===== src/core/gsr_pkg.sv =====
// Function
// - overvoltage flag follows cell threshold comparison
// - inaccurate flag: reset or count above 64
// - qualified flag follows discharge qualification
// - end-of-discharge latched until valid charge
// - calibration done flag after completed calibration
// - temperature reported as signed whole degrees
// - discharge rate encoded as three-bit code
// - overload flag compares rate against threshold
// - pin levels stored as supply fractions
// - charge actions counted, restart on update
// - override bits drive LEDs when enable low outside calibration
// - full charge tally advances per sixteen
// - command 0x78 resets capacity, count and tally registers
// - command 0x68 starts offset calibration
// - command 0x60 ends running calibration
// - calibration self-starts on trickle, power-up, full
// - design capacity taken from select pin
// - voltages as 16-bit, low byte first
// - discharge tally accumulates, 256 counts per unit
// - charge rate encoded as two-bit code
// - valid charge after two capacity increments
// - remaining capacity kept rate/temperature compensated
// - command byte: direction top, address below
// - writes to absent addresses are discarded
// - charging flag set on charge, cleared discharge
// - full reset indicator set on full reset
package gsr_pkg;
	// register addresses
	localparam logic [6:0] ADDR_STAT1  = 7'h01;
	localparam logic [6:0] ADDR_TEMP   = 7'h02;
	localparam logic [6:0] ADDR_NAC    = 7'h03;
	localparam logic [6:0] ADDR_LMD    = 7'h05;
	localparam logic [6:0] ADDR_STAT2  = 7'h06;
	localparam logic [6:0] ADDR_CSEL   = 7'h07;
	localparam logic [6:0] ADDR_OPT    = 7'h08;
	localparam logic [6:0] ADDR_CACT   = 7'h09;
	localparam logic [6:0] ADDR_LEDCTL = 7'h0a;
	localparam logic [6:0] ADDR_FTALLY = 7'h0b;
	localparam logic [6:0] ADDR_CMD    = 7'h0c;
	localparam logic [6:0] ADDR_DCAP   = 7'h0f;
	localparam logic [6:0] ADDR_VBATL  = 7'h10;
	localparam logic [6:0] ADDR_VBATH  = 7'h11;
	localparam logic [6:0] ADDR_VSNSL  = 7'h12;
	localparam logic [6:0] ADDR_VSNSH  = 7'h13;
	localparam logic [6:0] ADDR_VTHL   = 7'h14;
	localparam logic [6:0] ADDR_VTHH   = 7'h15;
	localparam logic [6:0] ADDR_DTALLY = 7'h18;
	localparam logic [6:0] ADDR_STAT3  = 7'h4c;
	// command byte layout
	localparam int CMD_DIR_BIT = 7;
	// command word codes
	localparam logic [7:0] CMD_FULL_RESET = 8'h78;
	localparam logic [7:0] CMD_CAL_START  = 8'h68;
	localparam logic [7:0] CMD_CAL_STOP   = 8'h60;
	// led control field
	localparam int         LED_EN_BIT    = 0;
	localparam logic [7:0] LED_CTL_MASK  = 8'h3f;
	localparam logic [7:0] LED_CTL_RESET = 8'h01;
	// counting limits
	localparam logic [7:0] CACT_LIMIT   = 8'h40;
	localparam logic [3:0] FULL_PRE_MAX = 4'hf;
	localparam logic [7:0] DIS_PRE_MAX  = 8'hff;
	// discharge rate bounds, whole multiples of C
	localparam logic [7:0] DR_B0 = 8'h01;
	localparam logic [7:0] DR_B1 = 8'h03;
	localparam logic [7:0] DR_B2 = 8'h06;
	localparam logic [7:0] DR_B3 = 8'h09;
	localparam logic [7:0] DR_B4 = 8'h0c;
	localparam logic [2:0] OVERLOAD_FLAG_THR = 3'h3;
	// charge rate bounds in units of C/40: C/8 and C/5
	localparam logic [7:0] CR_B0 = 8'h05;
	localparam logic [7:0] CR_B1 = 8'h08;
	localparam logic [1:0] CR_MID  = 2'h1;
	localparam logic [1:0] CR_HIGH = 2'h3;
	localparam logic [1:0] VQ_INCS = 2'h2;
	typedef enum logic {CAL_IDLE, CAL_RUN} gsr_cal_t;
endpackage


===== src/core/gsr_cmd_if.sv =====
`timescale 1ns/1ps
`default_nettype none
// command word traffic between the bank and the command executor
interface gsr_cmd_if;
	logic       cmd_wr;
	logic [7:0] cmd_data;
	logic       auto_start;
	logic       cal_active;
	logic       cal_done;
	logic       full_reset;
	modport exec (input cmd_wr, cmd_data, auto_start, output cal_active, cal_done, full_reset);
	modport bank (output cmd_wr, cmd_data, auto_start, input cal_active, cal_done, full_reset);
endinterface
`default_nettype wire


===== src/core/gsr_cmd_exec.sv =====
`timescale 1ns/1ps
`default_nettype none
module gsr_cmd_exec (
	input  wire logic mclk,
	input  wire logic rst_n,
	input  wire logic cal_ok,
	gsr_cmd_if.exec   cmd
);
	gsr_pkg::gsr_cal_t state_r;
	gsr_pkg::gsr_cal_t state_nxt;
	logic              pwrup_r;
	logic              reset_r;
	logic              done_r;

	wire is_reset = cmd.cmd_wr && (cmd.cmd_data == gsr_pkg::CMD_FULL_RESET);
	wire is_start = cmd.cmd_wr && (cmd.cmd_data == gsr_pkg::CMD_CAL_START);
	wire is_stop  = cmd.cmd_wr && (cmd.cmd_data == gsr_pkg::CMD_CAL_STOP);
	wire go       = is_start || cmd.auto_start || pwrup_r;

	// stop wins over a start in the same cycle, the host asked last
	always_comb begin
		state_nxt = state_r;
		case (state_r)
			gsr_pkg::CAL_IDLE: begin
				if (go && !is_stop) begin
					state_nxt = gsr_pkg::CAL_RUN;
				end
			end
			gsr_pkg::CAL_RUN: begin
				if (is_stop || cal_ok) begin
					state_nxt = gsr_pkg::CAL_IDLE;
				end
			end
			default: state_nxt = gsr_pkg::CAL_IDLE;
		endcase
	end

	// power-up request lasts one cycle after release
	always_ff @(posedge mclk) begin
		if (!rst_n) begin
			state_r <= gsr_pkg::CAL_IDLE;
			pwrup_r <= 1'b1;
			reset_r <= 1'b0;
			done_r  <= 1'b0;
		end else begin
			state_r <= state_nxt;
			pwrup_r <= 1'b0;
			reset_r <= is_reset;
			done_r  <= (state_r == gsr_pkg::CAL_RUN) && cal_ok && !is_stop;
		end
	end

	assign cmd.cal_active = (state_r == gsr_pkg::CAL_RUN);
	assign cmd.cal_done   = done_r;
	assign cmd.full_reset = reset_r;
endmodule
`default_nettype wire


===== src/core/gsr_bank.sv =====
`timescale 1ns/1ps
`default_nettype none
module gsr_bank (
	input  wire logic        mclk,
	input  wire logic        rst_n,
	input  wire logic        host_byte_valid,
	input  wire logic [7:0]  host_byte,
	input  wire logic        link_break,
	output logic      [7:0]  rd_data,
	output logic             rd_valid,
	input  wire logic        cell_over,
	input  wire logic        dis_qualified,
	input  wire logic        batt_below_edv,
	input  wire logic [7:0]  temp_deg,
	input  wire logic [7:0]  dis_rate,
	input  wire logic [7:0]  chg_rate,
	input  wire logic [7:0]  cap_sel_level,
	input  wire logic [7:0]  opt_level,
	input  wire logic [15:0] vbat_mv,
	input  wire logic [15:0] vsense_mv,
	input  wire logic [15:0] vtherm_mv,
	input  wire logic        nac_inc,
	input  wire logic        nac_dec,
	input  wire logic        charge_seen,
	input  wire logic        discharge_seen,
	input  wire logic        charge_action,
	input  wire logic        lmd_update,
	input  wire logic [7:0]  lmd_new,
	input  wire logic        dis_count,
	input  wire logic        trickle_seen,
	input  wire logic        cal_ok,
	input  wire logic [4:0]  led_cap,
	output logic      [4:0]  led_out,
	output logic             sense_a_sel,
	output logic             sense_b_sel,
	output logic             cal_active
);
	gsr_cmd_if cmd ();

	logic       wait_data_r;
	logic [6:0] addr_r;
	logic [7:0] rd_data_r;
	logic       rd_valid_r;
	logic [7:0] nac_r;
	logic [7:0] lmd_r;
	logic [7:0] dcap_r;
	logic [7:0] cact_r;
	logic [7:0] ledctl_r;
	logic [7:0] ftally_r;
	logic [7:0] command_word_r;
	logic [7:0] dtally_r;
	logic [3:0] full_pre_r;
	logic [7:0] dis_pre_r;
	logic [1:0] inc_cnt_r;
	logic       full_eq_r;
	logic       dcap_load_r;
	logic       charging_flag_r;
	logic       brp_r;
	logic       mcv_r;
	logic       ci_r;
	logic       vdq_r;
	logic       edv_r;
	logic       oce_r;
	logic       overload_flag_r;
	logic       vq_r;
	logic [2:0] dr_r;
	logic [1:0] cr_r;
	logic [4:0] led_r;
	logic       sns_r;

	gsr_cmd_exec u_exec (
		.mclk   (mclk),
		.rst_n  (rst_n),
		.cal_ok (cal_ok),
		.cmd    (cmd.exec)
	);

	// byte framing: command byte, then a data byte for writes
	// direction and address
	wire       is_cmd   = host_byte_valid && !wait_data_r;
	wire       is_read  = is_cmd && !host_byte[gsr_pkg::CMD_DIR_BIT];
	wire       is_wcmd  = is_cmd && host_byte[gsr_pkg::CMD_DIR_BIT];
	wire       wr_stb   = host_byte_valid && wait_data_r;
	wire [6:0] rd_addr  = host_byte[6:0];
	wire       fres     = cmd.full_reset;

	// write decode
	// absent writes dropped
	wire w_nac    = wr_stb && (addr_r == gsr_pkg::ADDR_NAC);
	wire w_lmd    = wr_stb && (addr_r == gsr_pkg::ADDR_LMD);
	wire w_ledctl = wr_stb && (addr_r == gsr_pkg::ADDR_LEDCTL);
	wire w_ftally = wr_stb && (addr_r == gsr_pkg::ADDR_FTALLY);
	wire w_cmd    = wr_stb && (addr_r == gsr_pkg::ADDR_CMD);
	wire w_dcap   = wr_stb && (addr_r == gsr_pkg::ADDR_DCAP);
	wire wr_hit   = w_nac || w_lmd || w_ledctl || w_ftally || w_cmd || w_dcap;

	wire [2:0] dr_code = (dis_rate <= gsr_pkg::DR_B0) ? 3'h0 :
	                     (dis_rate <= gsr_pkg::DR_B1) ? 3'h1 :
	                     (dis_rate <= gsr_pkg::DR_B2) ? 3'h2 :
	                     (dis_rate <= gsr_pkg::DR_B3) ? 3'h3 :
	                     (dis_rate <= gsr_pkg::DR_B4) ? 3'h4 : 3'h5;
	wire [1:0] cr_code = (chg_rate <= gsr_pkg::CR_B0) ? 2'h0 :
	                     (chg_rate <= gsr_pkg::CR_B1) ? gsr_pkg::CR_MID : gsr_pkg::CR_HIGH;

	// status bytes; reserved bits tie to zero
	wire [7:0] stat1 = {charging_flag_r, brp_r, mcv_r, ci_r, vdq_r, 1'b0, edv_r, oce_r};
	wire [7:0] stat2 = {1'b0, dr_r, 3'h0, overload_flag_r};
	wire [7:0] stat3 = {4'h0, vq_r, cr_r, 1'b0};

	// voltage pairs, low byte at lower address; raw bytes
	wire [7:0] rd_mux =
		(rd_addr == gsr_pkg::ADDR_STAT1)  ? stat1 :
		(rd_addr == gsr_pkg::ADDR_TEMP)   ? temp_deg :
		(rd_addr == gsr_pkg::ADDR_NAC)    ? nac_r :
		(rd_addr == gsr_pkg::ADDR_LMD)    ? lmd_r :
		(rd_addr == gsr_pkg::ADDR_STAT2)  ? stat2 :
		(rd_addr == gsr_pkg::ADDR_CSEL)   ? cap_sel_level :
		(rd_addr == gsr_pkg::ADDR_OPT)    ? opt_level :
		(rd_addr == gsr_pkg::ADDR_CACT)   ? cact_r :
		(rd_addr == gsr_pkg::ADDR_LEDCTL) ? ledctl_r :
		(rd_addr == gsr_pkg::ADDR_FTALLY) ? ftally_r :
		(rd_addr == gsr_pkg::ADDR_CMD)    ? command_word_r :
		(rd_addr == gsr_pkg::ADDR_DCAP)   ? dcap_r :
		(rd_addr == gsr_pkg::ADDR_VBATL)  ? vbat_mv[7:0] :
		(rd_addr == gsr_pkg::ADDR_VBATH)  ? vbat_mv[15:8] :
		(rd_addr == gsr_pkg::ADDR_VSNSL)  ? vsense_mv[7:0] :
		(rd_addr == gsr_pkg::ADDR_VSNSH)  ? vsense_mv[15:8] :
		(rd_addr == gsr_pkg::ADDR_VTHL)   ? vtherm_mv[7:0] :
		(rd_addr == gsr_pkg::ADDR_VTHH)   ? vtherm_mv[15:8] :
		(rd_addr == gsr_pkg::ADDR_DTALLY) ? dtally_r :
		(rd_addr == gsr_pkg::ADDR_STAT3)  ? stat3 : 8'h00;

	// capacity events
	wire full_eq   = (nac_r == lmd_r);
	wire full_rise = full_eq && !full_eq_r;
	wire vdq_rise  = dis_qualified && !vdq_r;
	wire vq_set    = nac_inc && !discharge_seen && (inc_cnt_r == (gsr_pkg::VQ_INCS - 2'h1));

	// command word and self-start requests to the executor
	assign cmd.cmd_wr     = w_cmd;
	assign cmd.cmd_data   = host_byte;
	assign cmd.auto_start = trickle_seen || full_rise;

	// host framing; a break drops a half-received write
	always_ff @(posedge mclk) begin
		if (!rst_n || link_break) begin
			wait_data_r <= 1'b0;
			addr_r      <= 7'h00;
		end else if (host_byte_valid) begin
			wait_data_r <= is_wcmd;
			addr_r      <= host_byte[6:0];
		end
	end

	// read answer one cycle after the command byte; absent address reads zero
	always_ff @(posedge mclk) begin
		if (!rst_n) begin
			rd_data_r  <= 8'h00;
			rd_valid_r <= 1'b0;
		end else begin
			rd_valid_r <= is_read;
			if (is_read) begin
				rd_data_r <= rd_mux;
			end
		end
	end

	// remaining capacity, compensated increments come from outside
	always_ff @(posedge mclk) begin
		if (!rst_n || fres) begin
			nac_r <= 8'h00;
		end else if (w_nac) begin
			nac_r <= host_byte;
		end else if (nac_inc && !nac_dec && nac_r != lmd_r) begin
			nac_r <= nac_r + 8'h01;
		end else if (nac_dec && !nac_inc && nac_r != 8'h00) begin
			nac_r <= nac_r - 8'h01;
		end
	end

	// design capacity caught from the select pin after release
	always_ff @(posedge mclk) begin
		if (!rst_n) begin
			dcap_r      <= 8'h00;
			dcap_load_r <= 1'b1;
		end else begin
			dcap_load_r <= 1'b0;
			if (w_dcap) begin
				dcap_r <= host_byte;
			end else if (dcap_load_r) begin
				dcap_r <= cap_sel_level;
			end
		end
	end

	// learned capacity reloads from design capacity
	always_ff @(posedge mclk) begin
		if (!rst_n || dcap_load_r) begin
			lmd_r <= dcap_load_r ? cap_sel_level : 8'h00;
		end else if (fres) begin
			lmd_r <= dcap_r;
		end else if (w_lmd) begin
			lmd_r <= host_byte;
		end else if (lmd_update) begin
			lmd_r <= lmd_new;
		end
	end

	// charge actions, saturating so the count never wraps below the limit
	always_ff @(posedge mclk) begin
		if (!rst_n || fres || lmd_update) begin
			cact_r <= 8'h00;
		end else if (charge_action && cact_r != 8'hff) begin
			cact_r <= cact_r + 8'h01;
		end
	end

	// full charge prescaler, one tally step per sixteen events
	always_ff @(posedge mclk) begin
		if (!rst_n || fres) begin
			full_pre_r <= 4'h0;
			ftally_r   <= 8'h00;
			full_eq_r  <= 1'b1;
		end else begin
			full_eq_r <= full_eq;
			if (w_ftally) begin
				ftally_r <= host_byte;
			end else if (full_rise && full_pre_r == gsr_pkg::FULL_PRE_MAX) begin
				ftally_r <= ftally_r + 8'h01;
			end
			if (full_rise) begin
				full_pre_r <= full_pre_r + 4'h1;
			end
		end
	end

	// discharge tally restarts when qualification begins
	always_ff @(posedge mclk) begin
		if (!rst_n || fres || vdq_rise) begin
			dis_pre_r <= 8'h00;
			dtally_r  <= 8'h00;
		end else if (vdq_r && dis_count) begin
			dis_pre_r <= dis_pre_r + 8'h01;
			if (dis_pre_r == gsr_pkg::DIS_PRE_MAX) begin
				dtally_r <= dtally_r + 8'h01;
			end
		end
	end

	// two increments make a valid charge; discharge starts over
	always_ff @(posedge mclk) begin
		if (!rst_n || discharge_seen) begin
			inc_cnt_r <= 2'h0;
			vq_r      <= 1'b0;
		end else if (vq_set) begin
			inc_cnt_r <= gsr_pkg::VQ_INCS;
			vq_r      <= 1'b1;
		end else if (nac_inc && inc_cnt_r != gsr_pkg::VQ_INCS) begin
			inc_cnt_r <= inc_cnt_r + 2'h1;
		end
	end

	// level flags
	always_ff @(posedge mclk) begin
		if (!rst_n) begin
			mcv_r <= 1'b0;
			vdq_r <= 1'b0;
			dr_r  <= 3'h0;
			cr_r  <= 2'h0;
		end else begin
			mcv_r <= cell_over;
			vdq_r <= dis_qualified;
			dr_r  <= dr_code;
			cr_r  <= cr_code;
		end
	end

	// overload holds its value when rate sits at the threshold
	always_ff @(posedge mclk) begin
		if (!rst_n) begin
			overload_flag_r <= 1'b0;
		end else if (dr_code > gsr_pkg::OVERLOAD_FLAG_THR) begin
			overload_flag_r <= 1'b1;
		end else if (dr_code < gsr_pkg::OVERLOAD_FLAG_THR) begin
			overload_flag_r <= 1'b0;
		end
	end

	// sticky flags: the set term is tested first so it wins
	always_ff @(posedge mclk) begin
		if (!rst_n) begin
			ci_r   <= 1'b1;
			edv_r  <= 1'b0;
			oce_r  <= 1'b0;
			charging_flag_r <= 1'b0;
			brp_r  <= 1'b0;
		end else begin
			ci_r   <= (fres || cact_r > gsr_pkg::CACT_LIMIT) ? 1'b1 : (lmd_update ? 1'b0 : ci_r);
			edv_r  <= batt_below_edv ? 1'b1 : (vq_set ? 1'b0 : edv_r);
			oce_r  <= cmd.cal_done ? 1'b1 : oce_r;
			charging_flag_r <= charge_seen ? 1'b1 : (discharge_seen ? 1'b0 : charging_flag_r);
			brp_r  <= fres ? 1'b1 : brp_r;
		end
	end

	// led control keeps only implemented bits
	always_ff @(posedge mclk) begin
		if (!rst_n) begin
			ledctl_r <= gsr_pkg::LED_CTL_RESET;
			command_word_r  <= 8'h00;
		end else begin
			if (w_ledctl) begin
				ledctl_r <= host_byte & gsr_pkg::LED_CTL_MASK;
			end
			if (w_cmd) begin
				command_word_r <= host_byte;
			end
		end
	end

	// override path; dark LEDs and open sense inputs while calibrating
	wire [4:0] led_nxt = cmd.cal_active ? 5'h00 :
	                     (!ledctl_r[gsr_pkg::LED_EN_BIT] ? ledctl_r[5:1] : led_cap);
	always_ff @(posedge mclk) begin
		if (!rst_n) begin
			led_r <= 5'h00;
			sns_r <= 1'b1;
		end else begin
			led_r <= led_nxt;
			sns_r <= !cmd.cal_active;
		end
	end

	assign rd_data     = rd_data_r;
	assign rd_valid    = rd_valid_r;
	assign led_out     = led_r;
	assign sense_a_sel = sns_r;
	assign sense_b_sel = sns_r;
	assign cal_active  = cmd.cal_active;
endmodule
`default_nettype wire


===== config.mk =====
export PLATFORM = sky130hd
export DESIGN_NAME = gsr_bank
export DESIGN_NICKNAME = d
export VERILOG_FILES = /design/src/core/gsr_pkg.sv /design/src/core/gsr_cmd_if.sv /design/src/core/gsr_cmd_exec.sv /design/src/core/gsr_bank.sv
export SDC_FILE = /design/constraint.sdc
export NUM_CORES = 1
export LEC_CHECK = 0
export BUFFER_PORTS_ARGS = -buffer_cell sky130_fd_sc_hd__buf_2
export CAP_MARGIN = 20
export CORE_ASPECT_RATIO = 0.7
export CORE_MARGIN = 1
export CORE_UTILIZATION = 55
export DETAILED_ROUTE_END_ITERATION = 10
export GPL_TIMING_DRIVEN = 0
export PLACE_DENSITY_LB_ADDON = 0.3
export RECOVER_POWER = 100
export SLEW_MARGIN = 40
export SYNTH_ARGS = -nofsm -noshare
export SYNTH_HDL_FRONTEND = slang
export SYNTH_SLANG_ARGS = --single-unit

===== constraint.sdc =====
create_clock -name mclk -period 6.1 [get_ports mclk]
set_clock_uncertainty 0.15 [all_clocks]
set_input_delay 0.305 -clock mclk [delete_from_list [all_inputs] [get_ports mclk]]
set_output_delay 0.305 -clock mclk [all_outputs]
set_load 0.02 [all_outputs]

# Word level (Yosys, flattened, before mapping)
# Index checks and enable logic that the tools add are counted.
[totals]
regBits = 118
latch_bits = 0
ram_bits = 0
mem_bits_ro = 0
out_inout_bits = 17
memories = 0
[op_classes]
n_addsub = 8
multipliers = 0
div = 0
n_lt_le_gt_ge = 10
eq_ne = 36
shift = 0
mux = 51
n_bitwise = 2
reduce_logical = 63
[ops]
columns = ["cell", "n"]
rows = [
  ["8-bit two-way mux", 31],
  ["7-bit by 4-bit == test with 1-bit output (second input constant)", 10],
  ["7-bit by 5-bit == test with 1-bit output (second input constant)", 7],
  ["8-bit by 1-bit adder with 8-bit output (second input constant)", 5],
  ["7-bit by 3-bit == test with 1-bit output (second input constant)", 4],
  ["1-bit logical AND", 28],
  ["8-bit by 7-bit == test with 1-bit output (second input constant)", 3],
  ["8-bit by 4-bit <= comparator with 1-bit output (second input constant)", 3],
  ["7-bit by 2-bit == test with 1-bit output (second input constant)", 3],
  ["8-bit by 3-bit <= comparator with 1-bit output (second input constant)", 2],
  ["3-bit two-way mux", 4],
  ["2-bit nonzero test", 6],
  ["1-bit logical OR", 11],
  ["1-bit logical NOT", 10],
  ["1-bit two-way mux", 10],
  ["8-bit == test", 1],
  ["8-bit == test (second input constant)", 1],
  ["8-bit by 7-bit greater-than comparator with 1-bit output (second input constant)", 1],
  ["8-bit by 1-bit <= comparator with 1-bit output (second input constant)", 1],
  ["8-bit by 2-bit <= comparator with 1-bit output (second input constant)", 1],
  ["8-bit != test", 1],
  ["8-bit != test (second input constant)", 1],
  ["8-bit nonzero test", 1],
  ["2-bit OR reduction", 4],
  ["other kinds (18)", 21],
]

# Longest topological paths before layout
[logic_depth]
ltp_word = 21
depth_mapped = 12
depth_no_buf = 11

# By module
# A second synthesis with hierarchy kept.
[unflattened]
hier_cells = 951
hier_area_um2 = 7668.6
[modules_own_cells]
columns = ["mod", "instances", "cells_each", "area_each_um2"]
rows = [
  ["gsr_bank", 1, 935, 7487.2],
  ["gsr_cmd_exec", 1, 16, 181.4],
]

# Worst setup path before layout
# No wires, ideal clock.
[synth_timing]
path_type = "reg2reg"
startpoint = "reg nac_r[0]"
endpoint = "reg nac_r[7]"
arrival_ps = 2799
required_ps = 5863
slack_ps = 3064
path_stages_with_launch = 13
n_path_buf = 1
synth_period_minus_slack_ps = 3036
cell_sequence = "dfxtp_1 > buf_6 > xor2_1 > nor4_2 > a21oi_1 > inv_1 > ha_1 > a211oi_1 > o21ai_0 > a31oi_1 > mux2i_1 > mux2_2 > o31ai_1"
[synth_via]
elab_chain_len = 4
word_cells_on_any_way = 10
cone_classes = "add/sub: 2; eq/ne: 1; mux: 3; reduce/logical: 4"
[synth_lines]
columns = ["item", "line_no", "source"]
rows = [
  ["from (decl)", "gsr_bank.sv:44", "logic [7:0] nac_r;"],
  ["from (signal assigned)", "gsr_bank.sv:173", "nac_r <= host_byte;"],
  ["from (signal assigned)", "gsr_bank.sv:175", "nac_r <= nac_r + 8'h01;"],
  ["from (signal assigned)", "gsr_bank.sv:177", "nac_r <= nac_r - 8'h01;"],
  ["8-bit by 1-bit subtractor with 8-bit output or 8-bit != test (tied branches)", "gsr_bank.sv:177, gsr_bank.sv:174", ""],
  ["8-bit two-way mux or 1-bit logical AND (tied branches)", "gsr_bank.sv:176, gsr_bank.sv:174", ""],
  ["8-bit two-way mux", "gsr_bank.sv:174", "end else if (nac_inc && !nac_dec && nac_r != lmd_r) begin"],
  ["8-bit two-way mux", "gsr_bank.sv:172", "end else if (w_nac) begin"],
]
# Parallel ways exist; a longest one is shown, timed or not. The select of a mux whose other input is x is not followed.
# A chain may end at the register's enable or synchronous reset.

# Final worst setup path
[layout_timing]
startpoint = "reg lmd_r[6]"
endpoint = "reg nac_r[7]"
[layout_via]
elab_chain_len = 4
word_cells_on_any_way = 5
cone_classes = "eq/ne: 1; mux: 2; reduce/logical: 2"
[layout_lines]
columns = ["item", "line_no", "source"]
rows = [
  ["from (decl)", "gsr_bank.sv:45", "logic [7:0] lmd_r;"],
  ["from (signal assigned)", "gsr_bank.sv:199", "lmd_r <= dcap_load_r ? cap_sel_level : 8'h00;"],
  ["from (signal assigned)", "gsr_bank.sv:201", "lmd_r <= dcap_r;"],
  ["from (signal assigned)", "gsr_bank.sv:203", "lmd_r <= host_byte;"],
  ["8-bit != test (*)", "gsr_bank.sv:174", ""],
  ["1-bit logical AND (*)", "gsr_bank.sv:174", ""],
  ["8-bit two-way mux", "gsr_bank.sv:174", ""],
  ["8-bit two-way mux", "gsr_bank.sv:172", ""],
]
# Mark *: on every way between the ends. The rest lies on a longest branch, timed or not.

==> impl_metrics.json <==
{
  "p_clk_frac": 0.427,
  "power_mw": 2.49,
  "tightestPinTransition_ns": 1.24,
  "post_cts_buffers": 0,
  "initial_core_util": 0.567,
  "crit_type": "reg2reg",
  "hold_class": "in2reg",
  "whs_path_depth": 3,
  "cts_tree": "done",
  "hpwlAfterDp_um": 21200,
  "violations": "hold timing",
  "route.detailed.wl_per_inst_um": 22.4,
  "ys.flop_type": "dfxtp_1",
  "grt_antenna_before_repair": 0,
  "multi_input_area_mm2": 0.00460,
  "rsz0062_at_grt": "false",
  "clock_sinks": 118,
  "coreArea_mm2": 0.0132,
  "reg2reg_depth": 11,
  "grt_start_max_net_pins": 17,
  "crit_required_ns": 6.28,
  "seq_area_frac_synth": 0.327,
  "ys_top_cells_by_area": "dfxtp_1 (29%), mux2i_1 (9.9%), nor2_1 (5.1%), a21oi_1 (4.0%), o21ai_0 (3.6%)",
  "finalSetupViolations": 0,
  "synth_nets": 1060,
  "fin_crit_sh": 0.643,
  "grt_pass1_wl_um": 43100,
  "cts_buffers": 17,
  "ctsHtreeMaxLevel": 4,
  "ir_drop_v": 0.000185,
  "hold_viol": 3,
  "drive_above_1_share": 0.167,
  "setup_tns_ns": 0,
  "synth_edf_count": 8,
  "period_minus_slack_ns": 3.92,
  "final_util": 0.684,
  "areaGrowthSynthToFinish_pct": 20.7,
  "synthCells": 920,
  "ios": 142,
  "relSlewSlack": 0.167,
  "intPower_mw": 1.71,
  "clk_latency_ns": 0.43,
  "timing.final.ws_setup_ns": 2.18,
  "max_freq_mhz": 255,
  "clock_path_buffers": 2,
  "final_cell_mix": "buf_2 (127), dfxtp_1 (110), nor2_1 (103), mux2i_1 (74)",
  "netlist_area_mm2": 0.00747,
  "vias": 8290,
  "synth_seq_cells": 118,
  "fin_hold_ws_ns": -0.0135,
  "p_sw_frac": 0.315,
  "reg2reg_slack_ns": 2.18,
  "layout_commonest_cell": "buf_2",
  "gr-usage-all-layers": 0.414,
  "avgViaCountPerCell": 6.47,
  "dp_slack_ns": 2.60,
  "drc_errors": 0,
  "portBuffers": 136,
  "r2r-start": "lmd_r[6]$_DFFE_PP_",
  "drv_cap": 0,
  "synth_top_area_frac": 0.295,
  "arrival_ns": 4.10,
  "critPathMaxFanout": 7,
  "fillers": 1117,
  "path_clk_slew_ns": 0.06,
  "regArea_mm2": 0.00244,
  "ys_types": 76,
  "wl_um": 28800,
  "first_iter_violations": 1287,
  "core.rowCount": 35,
  "status": "finished with violations",
  "fp.dieW_um": 141,
  "yosysTopAreaCell": "dfxtp_1",
  "die_area_mm2": 0.0141,
  "critical_path.startpoint_type": "flop",
  "antenna_cells": 0,
  "synth_warnings": 0,
  "maxSlewViolCount": 0,
  "gp_congestion": 1.02,
  "pwr-share-comb": 0.218,
  "grt_pass1_vias": 7560,
  "first_pass_iters": 8,
  "seqPwrFrac": 0.355,
  "ant_nets": 0,
  "worstSetupEndpoint": "nac_r[7]$_SDFFE_PP0P_",
  "leakagePower_nw": 3.49,
  "power_density_mw_per_mm2": 276,
  "worstSetupStartpoint": "lmd_r[6]$_DFFE_PP_",
  "syn_avg_cell_area_um2": 8.12,
  "grt_overflow": 0,
  "die_y_um": 99.5,
  "async_flop_share": 0,
  "cts_root_buffer": "clkbuf_16",
  "power.net_switching_mw": 0.783,
  "nNetsFinal": 1224,
  "endpoint_kind": "flop",
  "r2r_end": "nac_r[7]$_SDFFE_PP0P_"
}
## through the flow
| stage | instance area (µm²) | cells |
|---|---|---|
| 2_1_floorplan | 7470 | 920 |
| 3_3_place_gp | 8380 | 1241 |
| 3_5_place_dp | 8380 | 1241 |
| 4_1_cts | 9090 | 1282 |
| 5_1_grt | 9010 | 1282 |
| 6_report | 9010 | 1282 |
## worst min-delay path by stage
| stage | from | to | slack [ns] |
|---|---|---|---|
| after global placement | u_exec.cmd.cal_done$_SDFF_PN0_ | oce_r$_SDFFE_PN0P_ | 0.28 |
| after global routing | led_cap[4] | led_out[4]$_SDFF_PP0_ | 0.01 |
| after floorplan | u_exec.cmd.cal_done$_SDFF_PN0_ | oce_r$_SDFFE_PN0P_ | 0.26 |
| after CTS | chg_rate[6] | cr_r[0]$_SDFF_PP0_ | 0.002 |
| after detailed placement | u_exec.cmd.cal_done$_SDFF_PN0_ | oce_r$_SDFFE_PN0P_ | 0.29 |
| final | chg_rate[6] | cr_r[0]$_SDFF_PP0_ | -0.01 |
## registers in the layout, indices dropped and copies added, names as in the netlist, 3 cells and up
register and count:
dcap_r 8, ledctl_r 6, command_word_r 8, full_pre_r 4, dis_pre_r 8, dtally_r 8, led_out 5, ftally_r 8
addr_r 7, nac_r 8, rd_data 8, lmd_r 8, cact_r 8, dr_r 3
## cells by family after synthesis
group                    share of synthesized area
XOR/XNOR                                    0.0516
AND/OR/NAND/NOR                              0.221
buffers and inverters                       0.0536
AO/OA/AOI/OAI                                0.213
adder cells (fa/ha/maj)                     0.0261
multiplexers                                 0.108
flip-flops                                   0.327
## cell usage after synthesis (20+ instances only)
library cell	instances
dfxtp_1	110
nor2_1	101
mux2i_1	74
nand2_1	65
a21oi_1	60
o21ai_0	54
nand3_1	33
clkbuf_1	29
inv_1	29
buf_2	23
xnor2_1	23
xor2_1	21
a31oi_1	20
nor3_1	20
## worst max-delay path, stage by stage, from the launching register on
cell and delay, ns:
edfxtp_1 0.46, xor2_1 0.18, nor4_1 0.85, a21oi_1 0.24, inv_1 0.28, ha_1 0.30, a211oi_1 0.31, o21ai_0 0.15
a31oi_1 0.24, mux2i_1 0.23, mux2_2 0.36, o31ai_1 0.07
## power by group through the flow
stage                     sequential (mW)  clock [mW]  combinational [mW]
final                               0.885        1.06               0.542
after global routing                0.888        1.09               0.579
after CTS                           0.881        1.05               0.532
after detailed placement            0.898           0               0.517
after global placement              0.897           0               0.504
after floorplan                     0.882           0               0.358
## layout make-up
| cell class | instances | area share |
|---|---|---|
| Multi-Input combinational cell | 708 | 0.510 |
| Sequential cell | 118 | 0.271 |
| Timing Repair Buffer | 145 | 0.0827 |
| Clock buffer | 18 | 0.0487 |
| Buffer | 63 | 0.0294 |
| Tap cell | 185 | 0.0257 |
| Clock inverter | 14 | 0.0193 |
| Inverter | 31 | 0.0129 |
## metal layers
metal	GRT usage	routed length [µm]	vias up
li1	-	-	3690
met1	0.580	12100	3846
met2	0.603	11800	664
met3	0.117	4060	90
met4	0.147	792	0
met5	0	0	-
## repair_timing
action                    4_1_cts  5_1_grt
hold buffers                    9        0
gates resized for setup         0        0
hold endpoints to repair       10        0
(Power assumes the default switching activity.)
